[config.mk]
export PLATFORM = sky130hd
export DESIGN_NAME = pmsp_top
export DESIGN_NICKNAME = d
export VERILOG_FILES = /design/src/rtl/pmsp_pkg.sv /design/src/rtl/pmsp_slip_if.sv /design/src/rtl/pmsp_slip.sv /design/src/rtl/pmsp_top.sv
export SDC_FILE = /design/constraint.sdc
export NUM_CORES = 1
export LEC_CHECK = 0
export BUFFER_PORTS_ARGS = -buffer_cell sky130_fd_sc_hd__buf_2
export CORE_MARGIN = 1.5
export CORE_UTILIZATION = 40
export CTS_BUF_LIST = sky130_fd_sc_hd__clkbuf_8
export CTS_CLUSTER_DIAMETER = 150
export DETAILED_ROUTE_END_ITERATION = 7
export HOLD_SLACK_MARGIN = 0.08
export PLACE_DENSITY = 0.65
export RECOVER_POWER = 25
export REMOVE_ABC_BUFFERS = 1
export SYNTH_ARGS = -nofsm -noshare
export SYNTH_HDL_FRONTEND = slang
export SYNTH_HIERARCHICAL = 1
export SYNTH_SLANG_ARGS = --single-unit
[constraint.sdc]
create_clock -name clk -period 2.7 [get_ports clk]
set_clock_uncertainty 0.15 [all_clocks]
set_input_delay 0 -clock clk [delete_from_list [all_inputs] [get_ports clk]]
set_output_delay 0 -clock clk [all_outputs]
set_load 0.005 [all_outputs]
[src/rtl/pmsp_pkg.sv]
// constants and types shared by the phy management and status port
package pmsp_pkg;
	// -----------------------------------------------------------------
	// management port geometry
	// -----------------------------------------------------------------
	localparam int ADDR_W = 8;
	localparam int DATA_W = 32;
	localparam logic [31:0] RST_VAL = 32'h0;

	// -----------------------------------------------------------------
	// register word addresses
	// -----------------------------------------------------------------
	localparam logic [7:0] OFS_AN_RF = 8'hC2;
	localparam logic [7:0] OFS_CTRL = 8'hD0;
	localparam logic [7:0] OFS_STAT = 8'hD1;
	localparam logic [7:0] OFS_IRQ = 8'hD2;
	localparam logic [7:0] OFS_MASK = 8'hD3;
	localparam logic [7:0] OFS_RXLAT = 8'hD4;
	localparam logic [7:0] OFS_TXLAT = 8'hD5;

	// -----------------------------------------------------------------
	// field positions
	// -----------------------------------------------------------------
	localparam int RF_BIT = 13;
	localparam int CTL_TS_EN = 0;
	localparam int CTL_10G = 1;
	localparam int CTL_PERMIT = 2;
	localparam int CTL_PAUSE = 3;
	localparam int CTL_TRIG_LSB = 4;
	localparam int CTL_W = 8;
	localparam int IRQ_FAULT = 0;
	localparam int IRQ_RLV = 1;
	localparam int IRQ_SLIP = 2;
	localparam int IRQ_PERMIT = 3;
	localparam int IRQ_W = 4;
	localparam int TRIG_W = 4;

	// -----------------------------------------------------------------
	// latency word formats (fraction in the low ten bits)
	// -----------------------------------------------------------------
	localparam int LAT_GIG_W = 22;
	localparam int LAT_TEN_W = 16;
	localparam int LAT_FRAC_W = 10;
	localparam logic [15:0] LAT_TEN_MAX = 16'hFFFF;

	typedef enum logic [0:0] {st_idle, st_hold} pmsp_slip_st_type;
endpackage : pmsp_pkg

[src/rtl/pmsp_slip_if.sv]
// bundle between the register core and the bit-slip sequencer
`timescale 1ns/100ps
`default_nettype none
interface pmsp_slip_if;
	logic req;
	logic pause_mode;
	logic drop_bit;
	logic pause_clk;
	logic done;
	modport ctl (output req, pause_mode, input drop_bit, pause_clk, done);
	modport seq (input req, pause_mode, output drop_bit, pause_clk, done);
endinterface : pmsp_slip_if
`default_nettype wire

[src/rtl/pmsp_slip.sv]
// bit-slip sequencer: one deserializer slip per request
`timescale 1ns/100ps
`default_nettype none
module pmsp_slip
(
	input wire logic clk,
	input wire logic rst_b,
	pmsp_slip_if.seq sl
);
	pmsp_pkg::pmsp_slip_st_type st_r;
	logic drop_r;
	logic pause_r;
	logic done_r;
	logic fire;

	// a new request is taken only from idle
	assign fire = (st_r == pmsp_pkg::st_idle) && sl.req;

	// -----------------------------------------------------------------
	// state and pulses
	// -----------------------------------------------------------------
	// hold until the request drops so one level gives one slip
	always_ff @(posedge clk or negedge rst_b)
	begin
		if (!rst_b)
			st_r <= pmsp_pkg::st_idle;
		else
			unique case (st_r)
				pmsp_pkg::st_idle:
					if (sl.req)
						st_r <= pmsp_pkg::st_hold;
				pmsp_pkg::st_hold:
					if (!sl.req)
						st_r <= pmsp_pkg::st_idle;
			endcase
	end

	// drop one bit or pause one serial cycle, never both
	always_ff @(posedge clk or negedge rst_b)
	begin
		if (!rst_b)
		begin
			drop_r <= 1'b0;
			pause_r <= 1'b0;
			done_r <= 1'b0;
		end
		else
		begin
			drop_r <= fire && !sl.pause_mode;
			pause_r <= fire && sl.pause_mode;
			done_r <= fire;
		end
	end

	assign sl.drop_bit = drop_r;
	assign sl.pause_clk = pause_r;
	assign sl.done = done_r;
endmodule : pmsp_slip
`default_nettype wire

[src/rtl/pmsp_top.sv]
// phy management register port and mac sideband status logic
`timescale 1ns/100ps
`default_nettype none
// Function
// - a mac fault sets bit 13 of the remote fault register at 0xC2.
// - the violation output follows the receive path's detector.
// - each slip request drops one bit or pauses one serial cycle.
// - in 1g timestamp mode the 22-bit latencies are driven.
// - in 10g timestamp mode the 16-bit latencies are driven.
// - transmit permission is raised only once the mac may send.
// - a high management reset holds the register port in reset.
// - stall follows the management reset one cycle late, so it stays high one cycle after requests are served again.
// - registers are word addressed in one address space.
// - every register resets to zero.
module pmsp_top
(
	input wire logic clk,
	input wire logic rst_b,
	input wire logic mgmt_reset,
	input wire logic [7:0] mgmt_addr,
	input wire logic [31:0] mgmt_wdata,
	input wire logic mgmt_wr,
	input wire logic mgmt_rd,
	output logic [31:0] mgmt_rdata,
	output logic mgmt_stall,
	output logic irq,
	input wire logic mac_fault_in,
	input wire logic [3:0] test_trigger_in,
	output logic [3:0] test_trigger_out,
	input wire logic rlv_detect,
	output logic run_len_viol,
	input wire logic link_ready,
	output logic tx_permit,
	input wire logic slip_req,
	output logic deser_drop_bit,
	output logic deser_pause_clk,
	input wire logic [21:0] rx_lat_meas,
	input wire logic [21:0] tx_lat_meas,
	output logic [21:0] rx_delay_gig,
	output logic [21:0] tx_delay_gig,
	output logic [15:0] rx_delay_tengig,
	output logic [15:0] tx_delay_tengig
);
	logic [31:0] an_rf_r;
	logic [7:0] ctrl_r;
	logic [3:0] sts_r;
	logic [3:0] sts_nxt;
	logic [3:0] mask_r;
	logic [3:0] ev;
	logic [31:0] rdata_r;
	logic stall_r;
	logic irq_r;
	logic rlv_r;
	logic permit_r;
	logic fault_q;
	logic [3:0] trig_r;
	logic wr_ok;
	logic rd_ok;
	logic [21:0] lat_in [2];
	logic [21:0] gig_r [2];
	logic [15:0] ten_r [2];
	logic ts_gig;
	logic ts_ten;
	pmsp_slip_if sl ();

	// -----------------------------------------------------------------
	// management access decode
	// -----------------------------------------------------------------
	// requests are refused while the management reset is high
	assign wr_ok = mgmt_wr && !mgmt_reset;
	assign rd_ok = mgmt_rd && !mgmt_reset;

	// stall mirrors the management reset, one cycle behind
	always_ff @(posedge clk or negedge rst_b)
	begin
		if (!rst_b)
			stall_r <= 1'b0;
		else
			stall_r <= mgmt_reset;
	end

	// -----------------------------------------------------------------
	// writable registers
	// -----------------------------------------------------------------
	// control word, cleared by either reset
	always_ff @(posedge clk or negedge rst_b)
	begin
		if (!rst_b)
			ctrl_r <= pmsp_pkg::RST_VAL[7:0];
		else if (mgmt_reset)
			ctrl_r <= pmsp_pkg::RST_VAL[7:0];
		else if (wr_ok && mgmt_addr == pmsp_pkg::OFS_CTRL)
			ctrl_r <= mgmt_wdata[7:0];
	end

	// remote fault record; a fault wins over a clearing write
	always_ff @(posedge clk or negedge rst_b)
	begin
		if (!rst_b)
			an_rf_r <= pmsp_pkg::RST_VAL;
		else if (mgmt_reset)
			an_rf_r <= pmsp_pkg::RST_VAL;
		else
		begin
			if (wr_ok && mgmt_addr == pmsp_pkg::OFS_AN_RF)
				an_rf_r <= mgmt_wdata;
			if (mac_fault_in)
				an_rf_r[pmsp_pkg::RF_BIT] <= 1'b1;
		end
	end

	// interrupt mask
	always_ff @(posedge clk or negedge rst_b)
	begin
		if (!rst_b)
			mask_r <= pmsp_pkg::RST_VAL[3:0];
		else if (mgmt_reset)
			mask_r <= pmsp_pkg::RST_VAL[3:0];
		else if (wr_ok && mgmt_addr == pmsp_pkg::OFS_MASK)
			mask_r <= mgmt_wdata[3:0];
	end

	// -----------------------------------------------------------------
	// events and interrupt
	// -----------------------------------------------------------------
	// fault edge, violation, slip done, permission gained
	assign ev[pmsp_pkg::IRQ_FAULT] = mac_fault_in && !fault_q;
	assign ev[pmsp_pkg::IRQ_RLV] = rlv_detect && !rlv_r;
	assign ev[pmsp_pkg::IRQ_SLIP] = sl.done;
	assign ev[pmsp_pkg::IRQ_PERMIT] = tx_permit_nxt() && !permit_r;

	// write one to clear; a new event wins over the clear
	always_comb
	begin
		sts_nxt = sts_r;
		if (wr_ok && mgmt_addr == pmsp_pkg::OFS_IRQ)
			sts_nxt = sts_r & ~mgmt_wdata[3:0];
		sts_nxt = sts_nxt | ev;
	end

	always_ff @(posedge clk or negedge rst_b)
	begin
		if (!rst_b)
		begin
			sts_r <= pmsp_pkg::RST_VAL[3:0];
			irq_r <= 1'b0;
			fault_q <= 1'b0;
		end
		else
		begin
			sts_r <= mgmt_reset ? pmsp_pkg::RST_VAL[3:0] : sts_nxt;
			irq_r <= !mgmt_reset && |(sts_nxt & mask_r);
			fault_q <= mac_fault_in;
		end
	end

	// -----------------------------------------------------------------
	// mac sideband
	// -----------------------------------------------------------------
	function automatic logic tx_permit_nxt();
		return ctrl_r[pmsp_pkg::CTL_PERMIT] && link_ready;
	endfunction : tx_permit_nxt

	// violation, permission and trigger outputs
	always_ff @(posedge clk or negedge rst_b)
	begin
		if (!rst_b)
		begin
			rlv_r <= 1'b0;
			permit_r <= 1'b0;
			trig_r <= 4'h0;
		end
		else
		begin
			rlv_r <= rlv_detect;
			permit_r <= tx_permit_nxt();
			trig_r <= test_trigger_in |
				ctrl_r[pmsp_pkg::CTL_TRIG_LSB +: pmsp_pkg::TRIG_W];
		end
	end

	// slip sequencer, drop or pause chosen by control
	assign sl.req = slip_req;
	assign sl.pause_mode = ctrl_r[pmsp_pkg::CTL_PAUSE];

	pmsp_slip u_slip
	(
		.clk (clk),
		.rst_b (rst_b),
		.sl (sl)
	);

	// -----------------------------------------------------------------
	// timestamp latency outputs, rx then tx
	// -----------------------------------------------------------------
	assign ts_gig = ctrl_r[pmsp_pkg::CTL_TS_EN] && !ctrl_r[pmsp_pkg::CTL_10G];
	assign ts_ten = ctrl_r[pmsp_pkg::CTL_TS_EN] && ctrl_r[pmsp_pkg::CTL_10G];
	assign lat_in[0] = rx_lat_meas;
	assign lat_in[1] = tx_lat_meas;

	for (genvar g = 0; g < 2; g++)
	begin : g_lat
		// 10g word saturates when whole cycles exceed six bits
		always_ff @(posedge clk or negedge rst_b)
		begin
			if (!rst_b)
			begin
				gig_r[g] <= 22'h0;
				ten_r[g] <= 16'h0;
			end
			else
			begin
				gig_r[g] <= ts_gig ? lat_in[g] : 22'h0;
				if (!ts_ten)
					ten_r[g] <= 16'h0;
				else if (|lat_in[g][21:16])
					ten_r[g] <= pmsp_pkg::LAT_TEN_MAX;
				else
					ten_r[g] <= lat_in[g][15:0];
			end
		end
	end

	// -----------------------------------------------------------------
	// read data, valid the cycle after the strobe
	// -----------------------------------------------------------------
	always_ff @(posedge clk or negedge rst_b)
	begin
		if (!rst_b)
			rdata_r <= pmsp_pkg::RST_VAL;
		else if (!rd_ok)
			rdata_r <= 32'h0;
		else
			unique case (mgmt_addr)
				pmsp_pkg::OFS_AN_RF: rdata_r <= an_rf_r;
				pmsp_pkg::OFS_CTRL: rdata_r <= {24'h0, ctrl_r};
				pmsp_pkg::OFS_STAT: rdata_r <= {27'h0, stall_r,
					mac_fault_in, permit_r, rlv_r, sl.done};
				pmsp_pkg::OFS_IRQ: rdata_r <= {28'h0, sts_r};
				pmsp_pkg::OFS_MASK: rdata_r <= {28'h0, mask_r};
				pmsp_pkg::OFS_RXLAT: rdata_r <= {10'h0, gig_r[0]};
				pmsp_pkg::OFS_TXLAT: rdata_r <= {10'h0, gig_r[1]};
				default: rdata_r <= 32'h0;
			endcase
	end

	// -----------------------------------------------------------------
	// output ports
	// -----------------------------------------------------------------
	assign mgmt_rdata = rdata_r;
	assign mgmt_stall = stall_r;
	assign irq = irq_r;
	assign test_trigger_out = trig_r;
	assign run_len_viol = rlv_r;
	assign tx_permit = permit_r;
	assign deser_drop_bit = sl.drop_bit;
	assign deser_pause_clk = sl.pause_clk;
	assign rx_delay_gig = gig_r[0];
	assign tx_delay_gig = gig_r[1];
	assign rx_delay_tengig = ten_r[0];
	assign tx_delay_tengig = ten_r[1];
endmodule : pmsp_top
`default_nettype wire

=== Word level (Yosys, flattened, before mapping) ===
Cells that the tools add are included.

* Bitwise logic cells: 6
* Mux-type cells: 18
* Eq/ne operators: 7
* Reductions and logical operators: 29

{| class="wikitable"
|+ Operators by type and width
! operator !! number
|-
| 32-bit one-hot mux with 7 select lines || 1
|-
| 32-bit two-way mux || 3
|-
| 16-bit two-way mux || 4
|-
| 8-bit equality test, second input constant || 7
|-
| 22-bit two-way mux || 2
|-
| 1-bit logical AND || 16
|-
| 4-bit two-way mux || 4
|-
| 8-bit two-way mux || 2
|-
| 6-bit OR reduction || 2
|-
| 4-bit bitwise AND || 2
|-
| 4-bit OR || 2
|-
| 1-bit logical NOT || 6
|-
| 2-bit nonzero test || 3
|-
| 4-bit NOT || 1
|-
| 4-bit OR reduction || 1
|-
| 3-bit nonzero test || 1
|-
| 1-bit two-way mux || 2
|-
| 1-bit NOT || 1
|}

* Logic and storage cells: 80
* Input bits: 97
* Register bits after elaboration: 169

=== Logic depth before layout (Yosys ltp) ===
Gate-level depths: netlist of run 1.

* Word-level depth: 8
* Mapped depth: 8

=== Modules after synthesis ===
Netlist of run 1, hierarchy kept.

{| class="wikitable"
|+ Modules (own cells, without submodules)
! module !! cells each !! seq. area each (um^2) !! times used !! area each (um^2)
|-
| pmsp_top || 536 || 4129.0 || 1 || 6466.2
|-
| pmsp_slip || 7 || 100.1 || 1 || 122.6
|}

=== Worst setup path before layout of run 1 ===
No wires, ideal clock.

* Kind: input -> register
* Start: in mgmt_addr[0]
* End: reg an_rf_r[10]
* Stages on the path: 7
* Buffers on the path: 3
* Data required time: 2.427 ns
* Slack: 1.022 ns
* Data arrival time: 1.404 ns
* Cell sequence: buf_4 > or4b_4 > nor3_2 > and3b_1 > buf_4 > buf_2 > o21ai_1

* Longest elaborated chain between the ends: 3

{| class="wikitable"
|+ RTL lines
! what !! line !! source
|-
| start: declaration || pmsp_top.sv:20 || <nowiki>input wire logic [7:0] mgmt_addr,</nowiki>
|-
| 8-bit equality test || pmsp_top.sv:105 || <nowiki>if (wr_ok && mgmt_addr == pmsp_pkg::OFS_AN_RF)</nowiki>
|-
| 1-bit logical AND || pmsp_top.sv:105 ||
|-
| 2-bit nonzero test (no source line) || - ||
|-
| end signal: assignment || pmsp_top.sv:100 || <nowiki>an_rf_r <= pmsp_pkg::RST_VAL;</nowiki>
|-
| end signal: assignment || pmsp_top.sv:102 || <nowiki>an_rf_r <= pmsp_pkg::RST_VAL;</nowiki>
|-
| end signal: assignment || pmsp_top.sv:106 || <nowiki>an_rf_r <= mgmt_wdata;</nowiki>
|-
| end: declaration || pmsp_top.sv:44 || <nowiki>logic [31:0] an_rf_r;</nowiki>
|}

No other way between the ends.
A chain may end at the register's enable or synchronous reset.

=== Worst setup path in the final report of run 1 ===
* Start: in mgmt_addr[2]
* End: reg irq_r (netlist: irq)

* Longest elaborated chain between the ends: 7

{| class="wikitable"
|+ RTL lines
! what !! line !! source
|-
| 8-bit equality test || pmsp_top.sv:136 || <nowiki>if (wr_ok && mgmt_addr == pmsp_pkg::OFS_IRQ)</nowiki>
|-
| 1-bit logical AND || pmsp_top.sv:136 ||
|-
| 4-bit two-way mux || pmsp_top.sv:136 ||
|-
| 4-bit OR || pmsp_top.sv:138 || <nowiki>sts_nxt = sts_nxt | ev;</nowiki>
|-
| 4-bit bitwise AND || pmsp_top.sv:152 || <nowiki>irq_r <= !mgmt_reset && |(sts_nxt & mask_r);</nowiki>
|-
| 4-bit OR reduction || pmsp_top.sv:152 ||
|-
| 1-bit logical AND || pmsp_top.sv:152 ||
|-
| end signal: assignment || pmsp_top.sv:152 ||
|-
| end: declaration || pmsp_top.sv:52 || <nowiki>logic irq_r;</nowiki>
|}

No other way between the ends.

==> summary.txt, run 1 <==
Outcome
  • Outcome: finished clean

Route
  • DRT antenna net count: 0
  • DR WL/cell: about 17 um
  • DR WL met2: about 9 mm
  • Residual DRC: 0
  • Drt first-iter violations: 305
  • DRT Pass-1 Iters: 5
  • Routed vias: 5324
  • Final wirelength: 18.5 mm
  • Top Layer Used: met4
  • Routed metal-1 wire length: 7.68 mm
  • Met3 WL post-DR: 1.12 mm
  • Vias per cell: 4.93

Place
  • Dpl hpwl: 12.2 mm
  • Routability Congestion: between 0.8 and 0.9
  • Placed Instances: between 900 and 1000
  • Placement Cell Area: approximately 0.008 mm2
  • PortBufs: 214

Worst setup path
  • Reg2Reg Depth: 3
  • CP Class: in2reg
  • RR Endpoint: mgmt_rdata[3]
  • Worst Setup End Kind: flop
  • CP Cell Sequence: dlygate4sd3_1, buf_2, or4b_4, nor3_1, dlygate4sd3_1, nand3b_1, nand3_1, nand3_1
  • Critical Path Source: mgmt_addr[2]
  • Critical path data arrival time: 2.71 ns
  • Worst R2R Setup Slack: 1.05 ns
  • CP startpoint kind: primary input
  • CP max FO: 13
  • Crit-path max cell delay: 0.63 ns
  • Slowest library cell on the worst path: dlygate4sd3_1
  • Worst Path Required: between 2 and 3 ns
  • FF-to-FF Start: ctrl_r[3]

Yosys
  • Synth top area share: 64.2%
  • Cell taking the most area after synthesis: dfrtp_1
  • Top_reg_cell synth: dfrtp_1
  • Syn Area/Cell: 12.1 um2
  • Area contributors post-synth: dfrtp_1 64%, and2_1 5.4%, o21a_1 3.6%, nand2b_1 3.1%, mux2_2 3.1%
  • Count of cell types in the netlist: 37
  • Synthesized instance count: 543
  • Seq/Total Area, Yosys: ~64%
  • Yosys Warn Count: 6
  • Post-synth EDFFs: 0
  • #FFs+latches synth: 169
  • Synthesized cell area: 0.00659 mm2
  • Async S/R FF share, synth: 100%

Final layout
  • Highest-count cells in the layout ignoring fill and taps: 169 x dfrtp_1, 145 x buf_2, 97 x dlygate4sd3_1, 67 x clkbuf_1, 56 x and2_1
  • Final instance area: 0.00914 mm2
  • Finished Layout Cells: between 1000 and 1500
  • Area Growth Syn to Fin: 38.8%
  • Util after Layout: a little under three fifths
  • Antenna Cells: 0
  • Most common cell after layout, fill and taps aside: dfrtp_1
  • Share of cells above drive strength 1: 25.4%
  • Nets: 951

Power
  • PD cells: 494 mW/mm2
  • Leakage: 0.00453 uW
  • Worst VDD drop: around 0.00031 V
  • Design Power: 4510 uW

Timing
  • Crit share post-route: 94.0%
  • Max-slew violations: 0
  • Worst rel slew slack: 33.1%
  • Worst Max-Slew Pin Slew: 1.00 ns
  • Final setup viols: 0
  • Final hold vios: 0
  • Highest clock rate: approximately 390 MHz
  • RSZ-0062 raised after global routing: no
  • Hold Slack: approximately 0.14 ns
  • Post-route minimum period: about 2.5 ns

GRT
  • Vias in the first global route: 5700
  • Initial antenna violation count: 0
  • First-pass GRT wire length: 29.6 mm
  • Largest net degree at the start of global routing: 69
  • Tot GR Track Use: 22.0%
  • Global route overflow: 0

Floorplan
  • Num ports: between 200 and 250
  • Floorplan row count: 46
  • Starting Density: about two fifths
  • Core area: ~0.016 mm2
  • Die Span Y: 131 um
  • Die X: 131 um
  • Die footprint: roughly 0.017 mm2

Clock tree
  • TritonCTS clock tree: done
  • CTS Buf Count: 17
  • Worst-skew pair later-pin latency: 0.45 ns
  • CTS HTree Levels: 4
  • Clock transition at path regs: approximately 0.08 ns
  • Bufs on Longest Clock Path: 2
  • Root Buffer: clkbuf_8
  • # clock sinks: 169
  • Resized cells post-CTS: 0

Worst hold path
  • Min-delay worst type: in2reg
  • WHS Path Cells: 3
  • HP Start: test_trigger_in[3]
  • Worst Hold End: test_trigger_out[3]

Run
  • MaxCap Viol Count: 0
[state kept, by name, indices dropped and copies added, names as in the netlist, 8 cells and up]
| name | cells |
|---|---|
| an_rf_r | 32 |
| rx_delay_tengig | 16 |
| ctrl_r | 8 |
| mgmt_rdata | 32 |
| tx_delay_tengig | 16 |
| tx_delay_gig | 22 |
| rx_delay_gig | 22 |
[per-layer routing]
layer,vias up,GRT usage [%]
li1,2452,-
met1,2623,26.7
met2,213,37.2
met3,36,5.98
met4,0,9.38
met5,-,0
[stage by stage]
step                      TNS [ns]  setup WS, ns
after floorplan              -6.81        -0.220
after global placement           0         0.609
after detailed placement         0         0.638
after CTS                        0         0.241
after global routing             0         0.121
final                            0         0.162
[synth_stat cells, types with 2 or more instances]
cell        n
a21oi_1     5
a221oi_1    3
a222oi_1    4
a22oi_1    16
a311oi_1    2
and2_1     57
and3b_1     3
buf_2       5
buf_4       6
clkbuf_1   21
dfrtp_1   169
inv_1       2
mux2_2     18
mux2i_1    12
mux4_2      5
nand2_1    42
nand2b_1   33
nand3_1     5
nand3b_1    4
nor2_1     42
nor2b_1     5
nor3_1      3
nor4_1      3
o21a_1     32
o21ai_1    31
or2_2       4
[worst max path at each step]
stage / slack [ns] / to / cells past startpoint
finish: 0.16 / irq / 8
global placement: 0.61 / irq / 6
CTS: 0.24 / irq / 8
floorplan: -0.22 / an_rf_r[0] / 4
global route: 0.12 / irq / 8
detailed placement: 0.64 / irq / 6
[cell families (layout without fill, tap and decap cells)]
family,after synthesis,count (layout),share of synthesized area [%]
compound gates,95,95,9.69
buf+inv,35,357,2.43
simple gates,209,209,17.1
flops,169,169,64.2
mux,35,35,6.61
[layout make-up]
| type | instances | area (um2) |
|---|---|---|
| clock inverters | 11 | 86.3 |
| flip-flops and latches | 169 | 4230 |
| repair buffers | 325 | 2080 |
| inverters | 2 | 7.51 |
| clock buffers | 19 | 262 |
| multi-input cells | 339 | 2210 |
| fillers | 1429 | 6860 |
| well taps | 216 | 270 |
[timing repair]
item	CTS	global route
hold buffers	97	0
hold endpoints to repair	322	0
setup buffers	0	0
[power breakdown]
group,internal [uW],total (uW),switching (uW),leakage [uW]
registers,2540,2550,6.49,0.00234
logic,181,343,161,0.00201
clock network,752,1620,871,0.000184
total,3470,4510,1040,0.00453
[critical path, delay by kind of cell]
family                 cells  cell delay (ns)
buffers and inverters      3             1.44
AND/OR/NAND/NOR            5             1.26
No activity file was read; power rests on OpenSTA's default activity.
==> run 2, diff against run 1 <==
GPL_TIMING_DRIVEN = 0   (was not set)
REMOVE_ABC_BUFFERS = not set   (was 1)
==> summary.txt, run 2 (synthesized netlist as in run 1, its figures left out) <==
Clock tree
  • Clock transition at path regs: 0.08 ns
  • Root Buffer: clkbuf_8
  • TritonCTS clock tree: done
  • Bufs on Longest Clock Path: 2
  • CTS HTree Levels: 4
  • Worst-skew pair later-pin latency: 0.46 ns
  • # clock sinks: 169
  • CTS Buf Count: 17

Worst setup path
  • Worst Setup End Kind: flop
  • Critical path data arrival time: about 2.8 ns
  • CP startpoint kind: primary input
  • CP Class: in2reg
  • Worst Path Required: 2.94 ns
  • CP max FO: 10

Power
  • Switching share of power: 22.5%
  • Sequential power share: 52.8%
  • Switching power: 1080 uW
  • Combinational power share: 7.2%
  • Clk pwr share: approximately 40%
  • Leakage: 0.00471 uW
  • Internal: around 3700 uW
  • PD cells: 515 mW/mm2
  • Worst VDD drop: 0.000276 V

Route
  • DRT antenna net count: 0
  • Vias per cell: 4.89
  • DRT Pass-1 Iters: 5
  • Routed vias: 5417
  • Final wirelength: 19.6 mm
  • Drt first-iter violations: 310
  • DR WL/cell: about 18 um
  • Residual DRC: 0

Outcome
  • Outcome: finished clean

Place
  • Routability Congestion: 0.838
  • Setup WS pre-CTS: 0.509 ns
  • Dpl hpwl: 13.8 mm
  • PortBufs: 212

Floorplan
  • Die Span Y: ~130 um
  • Die X: about 130 um
  • Num ports: 215
  • Starting Density: roughly two fifths
  • Core area: 0.0160 mm2
  • Floorplan row count: 46
  • Die footprint: 0.0173 mm2

GRT
  • Global route overflow: 0
  • First-pass GRT wire length: ~31 mm
  • Largest net degree at the start of global routing: 104
  • Vias in the first global route: 5745
  • Initial antenna violation count: 0
  • Tot GR Track Use: approximately a quarter

Timing
  • Worst rel slew slack: 35.0%
  • Post-route minimum period: ~2.5 ns
  • Worst Max-Slew Pin Slew: 0.966 ns
  • Final worst slack: 0.174 ns
  • Max-slew violations: 0
  • Crit share post-route: between 90 and 100%
  • Final hold vios: 0
  • Highest clock rate: 396 MHz
  • RSZ-0062 raised after global routing: no
  • Hold Slack: 0.101 ns
  • Final setup viols: 0

Run
  • MaxCap Viol Count: 0

Final layout
  • Share of cells above drive strength 1: 27.4%
  • Most common cell after layout, fill and taps aside: buf_2
  • Antenna Cells: 0
  • Layout fillers: 1372
  • Nets: 975
  • Highest-count cells in the layout ignoring fill and taps: 172 x buf_2, 169 x dfrtp_1, 103 x dlygate4sd3_1, 65 x clkbuf_1, 56 x and2_1
  • Area Growth Syn to Fin: 42.2%

Worst hold path
  • Min-delay worst type: in2reg

Yosys
  • Net count after synthesis: 640
[run 2: cell types whose count changed in the layout (fill, tap and decap cells not counted), moves of 2 or more]
cell | previous run | this run
buf_2 | 145 | 172
buf_4 | 12 | 6
dlygate4sd3_1 | 97 | 103
inv_1 | 6 | 3
bufinv_16 | 1 | 3
clkbuf_1 | 67 | 65
clkbuf_8 | 19 | 21
clkinvlp_4 | 3 | 1
nor3_2 | 0 | 2
[run 2: per-stage QoR]
step / instance area [um2] / total power, uW / setup TNS, ns / util [%] / instances
final: 9370 / 4820 / 0 / 58.6 / 1107
after global routing: 9370 / 4990 / 0 / 58.6 / 1107
after CTS: 9420 / 4850 / 0 / 58.9 / 1107
after detailed placement: 7960 / 2830 / 0 / 49.7 / 972
after global placement: 7920 / 2820 / -161.35 / 49.5 / 971
after floorplan: 6590 / 2660 / 0 / - / 543
[run 2: path summary, 6_finish.rpt]
kind                              startpoint            endpoint  slack [ns]  cells after the start
worst max-delay path            mgmt_addr[0]         an_rf_r[31]        0.17                     10
worst min-delay path            mgmt_addr[6]            sts_r[2]        0.10                      5
worst max register to register     ctrl_r[1]  tx_delay_tengig[4]        0.55                      5
worst min register to register   u_slip/st_r      u_slip/sl.done        0.30                      1
max in group asynchronous              rst_b      mgmt_rdata[19]        1.08                      4
min in group asynchronous              rst_b     rx_delay_gig[3]        0.45                      3
[run 2: cell type report]
| class | count | area [um2] | area share (%) |
|---|---|---|---|
| sequential | 169 | 4230 | 45.1 |
| clock inverter | 11 | 143 | 1.52 |
| buffer | 33 | 153 | 1.63 |
| inverter | 2 | 7.51 | 0.0801 |
| timing repair buffer | 316 | 2070 | 22.1 |
| tap | 216 | 270 | 2.88 |
| clock buffer | 21 | 289 | 3.08 |
| multi-input combinational | 339 | 2200 | 23.5 |
[run 2: per-layer routing]
layer	vias up	share of wire (%)	global-route usage [%]	wire length (um)
met5	-	0	0	0
met4	0	3.5	10.8	690
met3	45	5.1	6.13	995
met2	204	49	39.0	9640
met1	2668	42	28.6	8320
li1	2500	-	-	-
[run 2: power groups by stage]
stage          Sequential, uW  Clock, uW  Combinational [uW]
3_3_place_gp             2600          0                 223
3_5_place_dp             2600          0                 235
6_report                 2550       1930                 346
4_1_cts                  2550       1960                 347
5_1_grt                  2550       2060                 378
2_1_floorplan            2600          0                62.1
[run 2: worst max-delay path, stage by stage]
cell	delay, ns
dlygate4sd3_1	0.53
buf_4	0.18
or4b_4	0.55
nor3_2	0.28
and3b_1	0.22
buf_4	0.16
buf_4	0.17
nand2_1	0.06
o21ai_1	0.06
dlygate4sd3_1	0.57
[run 2: what timing repair did]
action / in CTS / in global routing
gates resized for setup: 0 / 1
endpoints found under the hold margin: 311 / 0
hold buffers: 103 / 0
endpoints found under the setup margin: 0 / 1
setup buffers: 0 / 0
==> run 3, diff against run 2 <==
CORE_UTILIZATION = 56   (was 40)
PLACE_DENSITY = 0.87   (was 0.65)
==> summary.txt, run 3 (synthesized netlist as in run 1, its figures left out) <==
Outcome
  • Outcome: finished clean

Timing
  • Max-slew violations: 0
  • Highest clock rate: 392 MHz
  • Post-route minimum period: 2.55 ns
  • RSZ-0062 raised after global routing: no
  • Worst rel slew slack: 45.2%
  • Crit share post-route: between 90% and 100%
  • Final setup viols: 0
  • Worst Max-Slew Pin Slew: 0.814 ns
  • Final hold vios: 0

Clock tree
  • # clock sinks: around 170
  • TritonCTS clock tree: done
  • Root Buffer: clkbuf_8
  • Bufs on Longest Clock Path: 2
  • Clock transition at path regs: around 0.080 ns
  • Postcts setup bufs: 0
  • Worst-skew pair later-pin latency: 0.46 ns
  • CTS HTree Levels: 4
  • CTS Buf Count: 17

Worst setup path
  • Worst R2R Setup Slack: 0.44 ns
  • Worst Path Required: roughly 2.9 ns
  • Slowest library cell on the worst path: or4b_4
  • FF-to-FF Start: ctrl_r[1]
  • Worst Setup End Kind: flop
  • CP max FO: 10
  • Critical path data arrival time: between 2 and 3 ns
  • Crit-path max cell delay: 0.56 ns
  • CP Class: in2reg
  • Reg2Reg Depth: 5
  • CP startpoint kind: primary input
  • CP Cell Sequence: dlygate4sd3_1, buf_4, or4b_4, nor3_2, and3b_1, buf_4, buf_4, nand2_1, o21ai_1, dlygate4sd3_1
  • Worst path most repeated cell: buf_4
  • RR Endpoint: rx_delay_tengig[3]

Place
  • Routability Congestion: 0.923
  • Placement Cell Area: 0.00786 mm2
  • Dpl hpwl: 13.0 mm
  • PortBufs: 212

Final layout
  • Area Growth Syn to Fin: 40.0%
  • Util after Layout: approximately 80%
  • Share of cells above drive strength 1: 25.0%
  • Most common cell after layout, fill and taps aside: dfrtp_1
  • Final instance area: between 0.009 and 0.01 mm2
  • Layout fillers: roughly 700
  • Nets: between 900 and 1000
  • Highest-count cells in the layout ignoring fill and taps: 169 x dfrtp_1, 152 x buf_2, 103 x dlygate4sd3_1, 82 x clkbuf_1, 56 x and2_1
  • Antenna Cells: 0

GRT
  • Largest net degree at the start of global routing: 74
  • Tot GR Track Use: about 35%
  • Initial antenna violation count: 0
  • Vias in the first global route: 6360
  • First-pass GRT wire length: between 30 and 40 mm
  • Global route overflow: 0

Worst hold path
  • WHS Path Cells: 4
  • HP Start: mgmt_addr[6]
  • Min-delay worst type: in2reg
  • Worst Hold End: mgmt_rdata[1]

Floorplan
  • Starting Density: 57.5%
  • Floorplan row count: 39
  • Core area: between 0.01 and 0.015 mm2
  • Die Span Y: roughly 110 um
  • Die X: approximately 110 um
  • Num ports: 215
  • Die footprint: around 0.012 mm2

Route
  • DRT Pass-1 Iters: 6
  • Routed metal-1 wire length: 7.71 mm
  • Top Layer Used: met4
  • Met3 WL post-DR: 1.43 mm
  • DR WL met2: 10.6 mm
  • DR WL/cell: 20.1 um
  • Routed vias: 5731
  • Drt first-iter violations: 410
  • Vias per cell: 5.54
  • DRT antenna net count: 0
  • Residual DRC: 0
  • Final wirelength: 20.9 mm

Run
  • MaxCap Viol Count: 0

Power
  • Design Power: 4660 uW
  • Leakage: roughly 0.0046 uW
  • PD cells: 505 mW/mm2
  • Worst VDD drop: 0.000454 V

Yosys
  • Net count after synthesis: 640
==> run 3: changes by cell type in the layout (fill, tap and decap cells not counted), sizes merged <==
cell,change
clkinvlp,+2
buf,-16
inv,+1
bufinv,-1
clkbuf,+15
==> run 3: worst max-delay path by stage <==
stage          slack, ns             end  cells past startpoint    startpoint
2_1_floorplan       1.02     an_rf_r[10]                      7  mgmt_addr[0]
5_1_grt             0.07     an_rf_r[31]                     10  mgmt_addr[0]
3_3_place_gp       -0.86  mgmt_rdata[22]                      1         rst_b
4_1_cts             0.21     an_rf_r[31]                     10  mgmt_addr[0]
3_5_place_dp        0.67       ctrl_r[5]                      6  mgmt_addr[5]
6_report            0.15     an_rf_r[31]                     10  mgmt_addr[0]
==> run 3: per-layer routing <==
layer  up-vias  global-route usage, %
met4         0                   20.6
li1       2513                      -
met2       320                   60.9
met1      2810                   41.0
met5         -                      0
met3        88                   7.95
==> run 3: metrics by stage <==
step / setup TNS (ns) / hold slack, ns / cells / setup slack (ns)
4_1_cts: 0 / 0.0944 / 1035 / 0.211
3_3_place_gp: -143.16 / -0.0285 / 898 / -0.859
5_1_grt: 0 / 0.130 / 1035 / 0.0666
3_5_place_dp: 0 / -0.0290 / 899 / 0.666
6_report: 0 / 0.117 / 1035 / 0.147
2_1_floorplan: 0 / -0.446 / 543 / 1.02
==> run 3: what timing repair did <==
| item | 4_1_cts | 5_1_grt |
|---|---|---|
| gates resized for setup | 0 | 0 |
| hold buffers | 104 | 0 |
| hold endpoints to repair | 244 | 0 |
==> run 3: worst max-delay path, delay by kind of cell <==
kind	cells	cell delay, ns
AND/OR/NAND/NOR	4	1.13
AO/OA/AOI/OAI	1	0.06
buffers and inverters	5	1.60
==> run 3: where the power goes <==
part           leakage (uW)  internal [uW]  switching (uW)
registers           0.00234           2540            7.13
clock network      0.000200            860             896
logic               0.00207            187             167
total               0.00461           3590            1070
==> run 3: cell type report <==
cell class	instances	area [um2]	area share (%)
buffer	33	153	1.66
clock buffer	19	262	2.84
clock inverter	13	128	1.38
inverter	2	7.51	0.0814
multi-input combinational	339	2200	23.9
sequential	169	4230	45.9
tap	143	179	1.94
timing repair buffer	317	2070	22.4
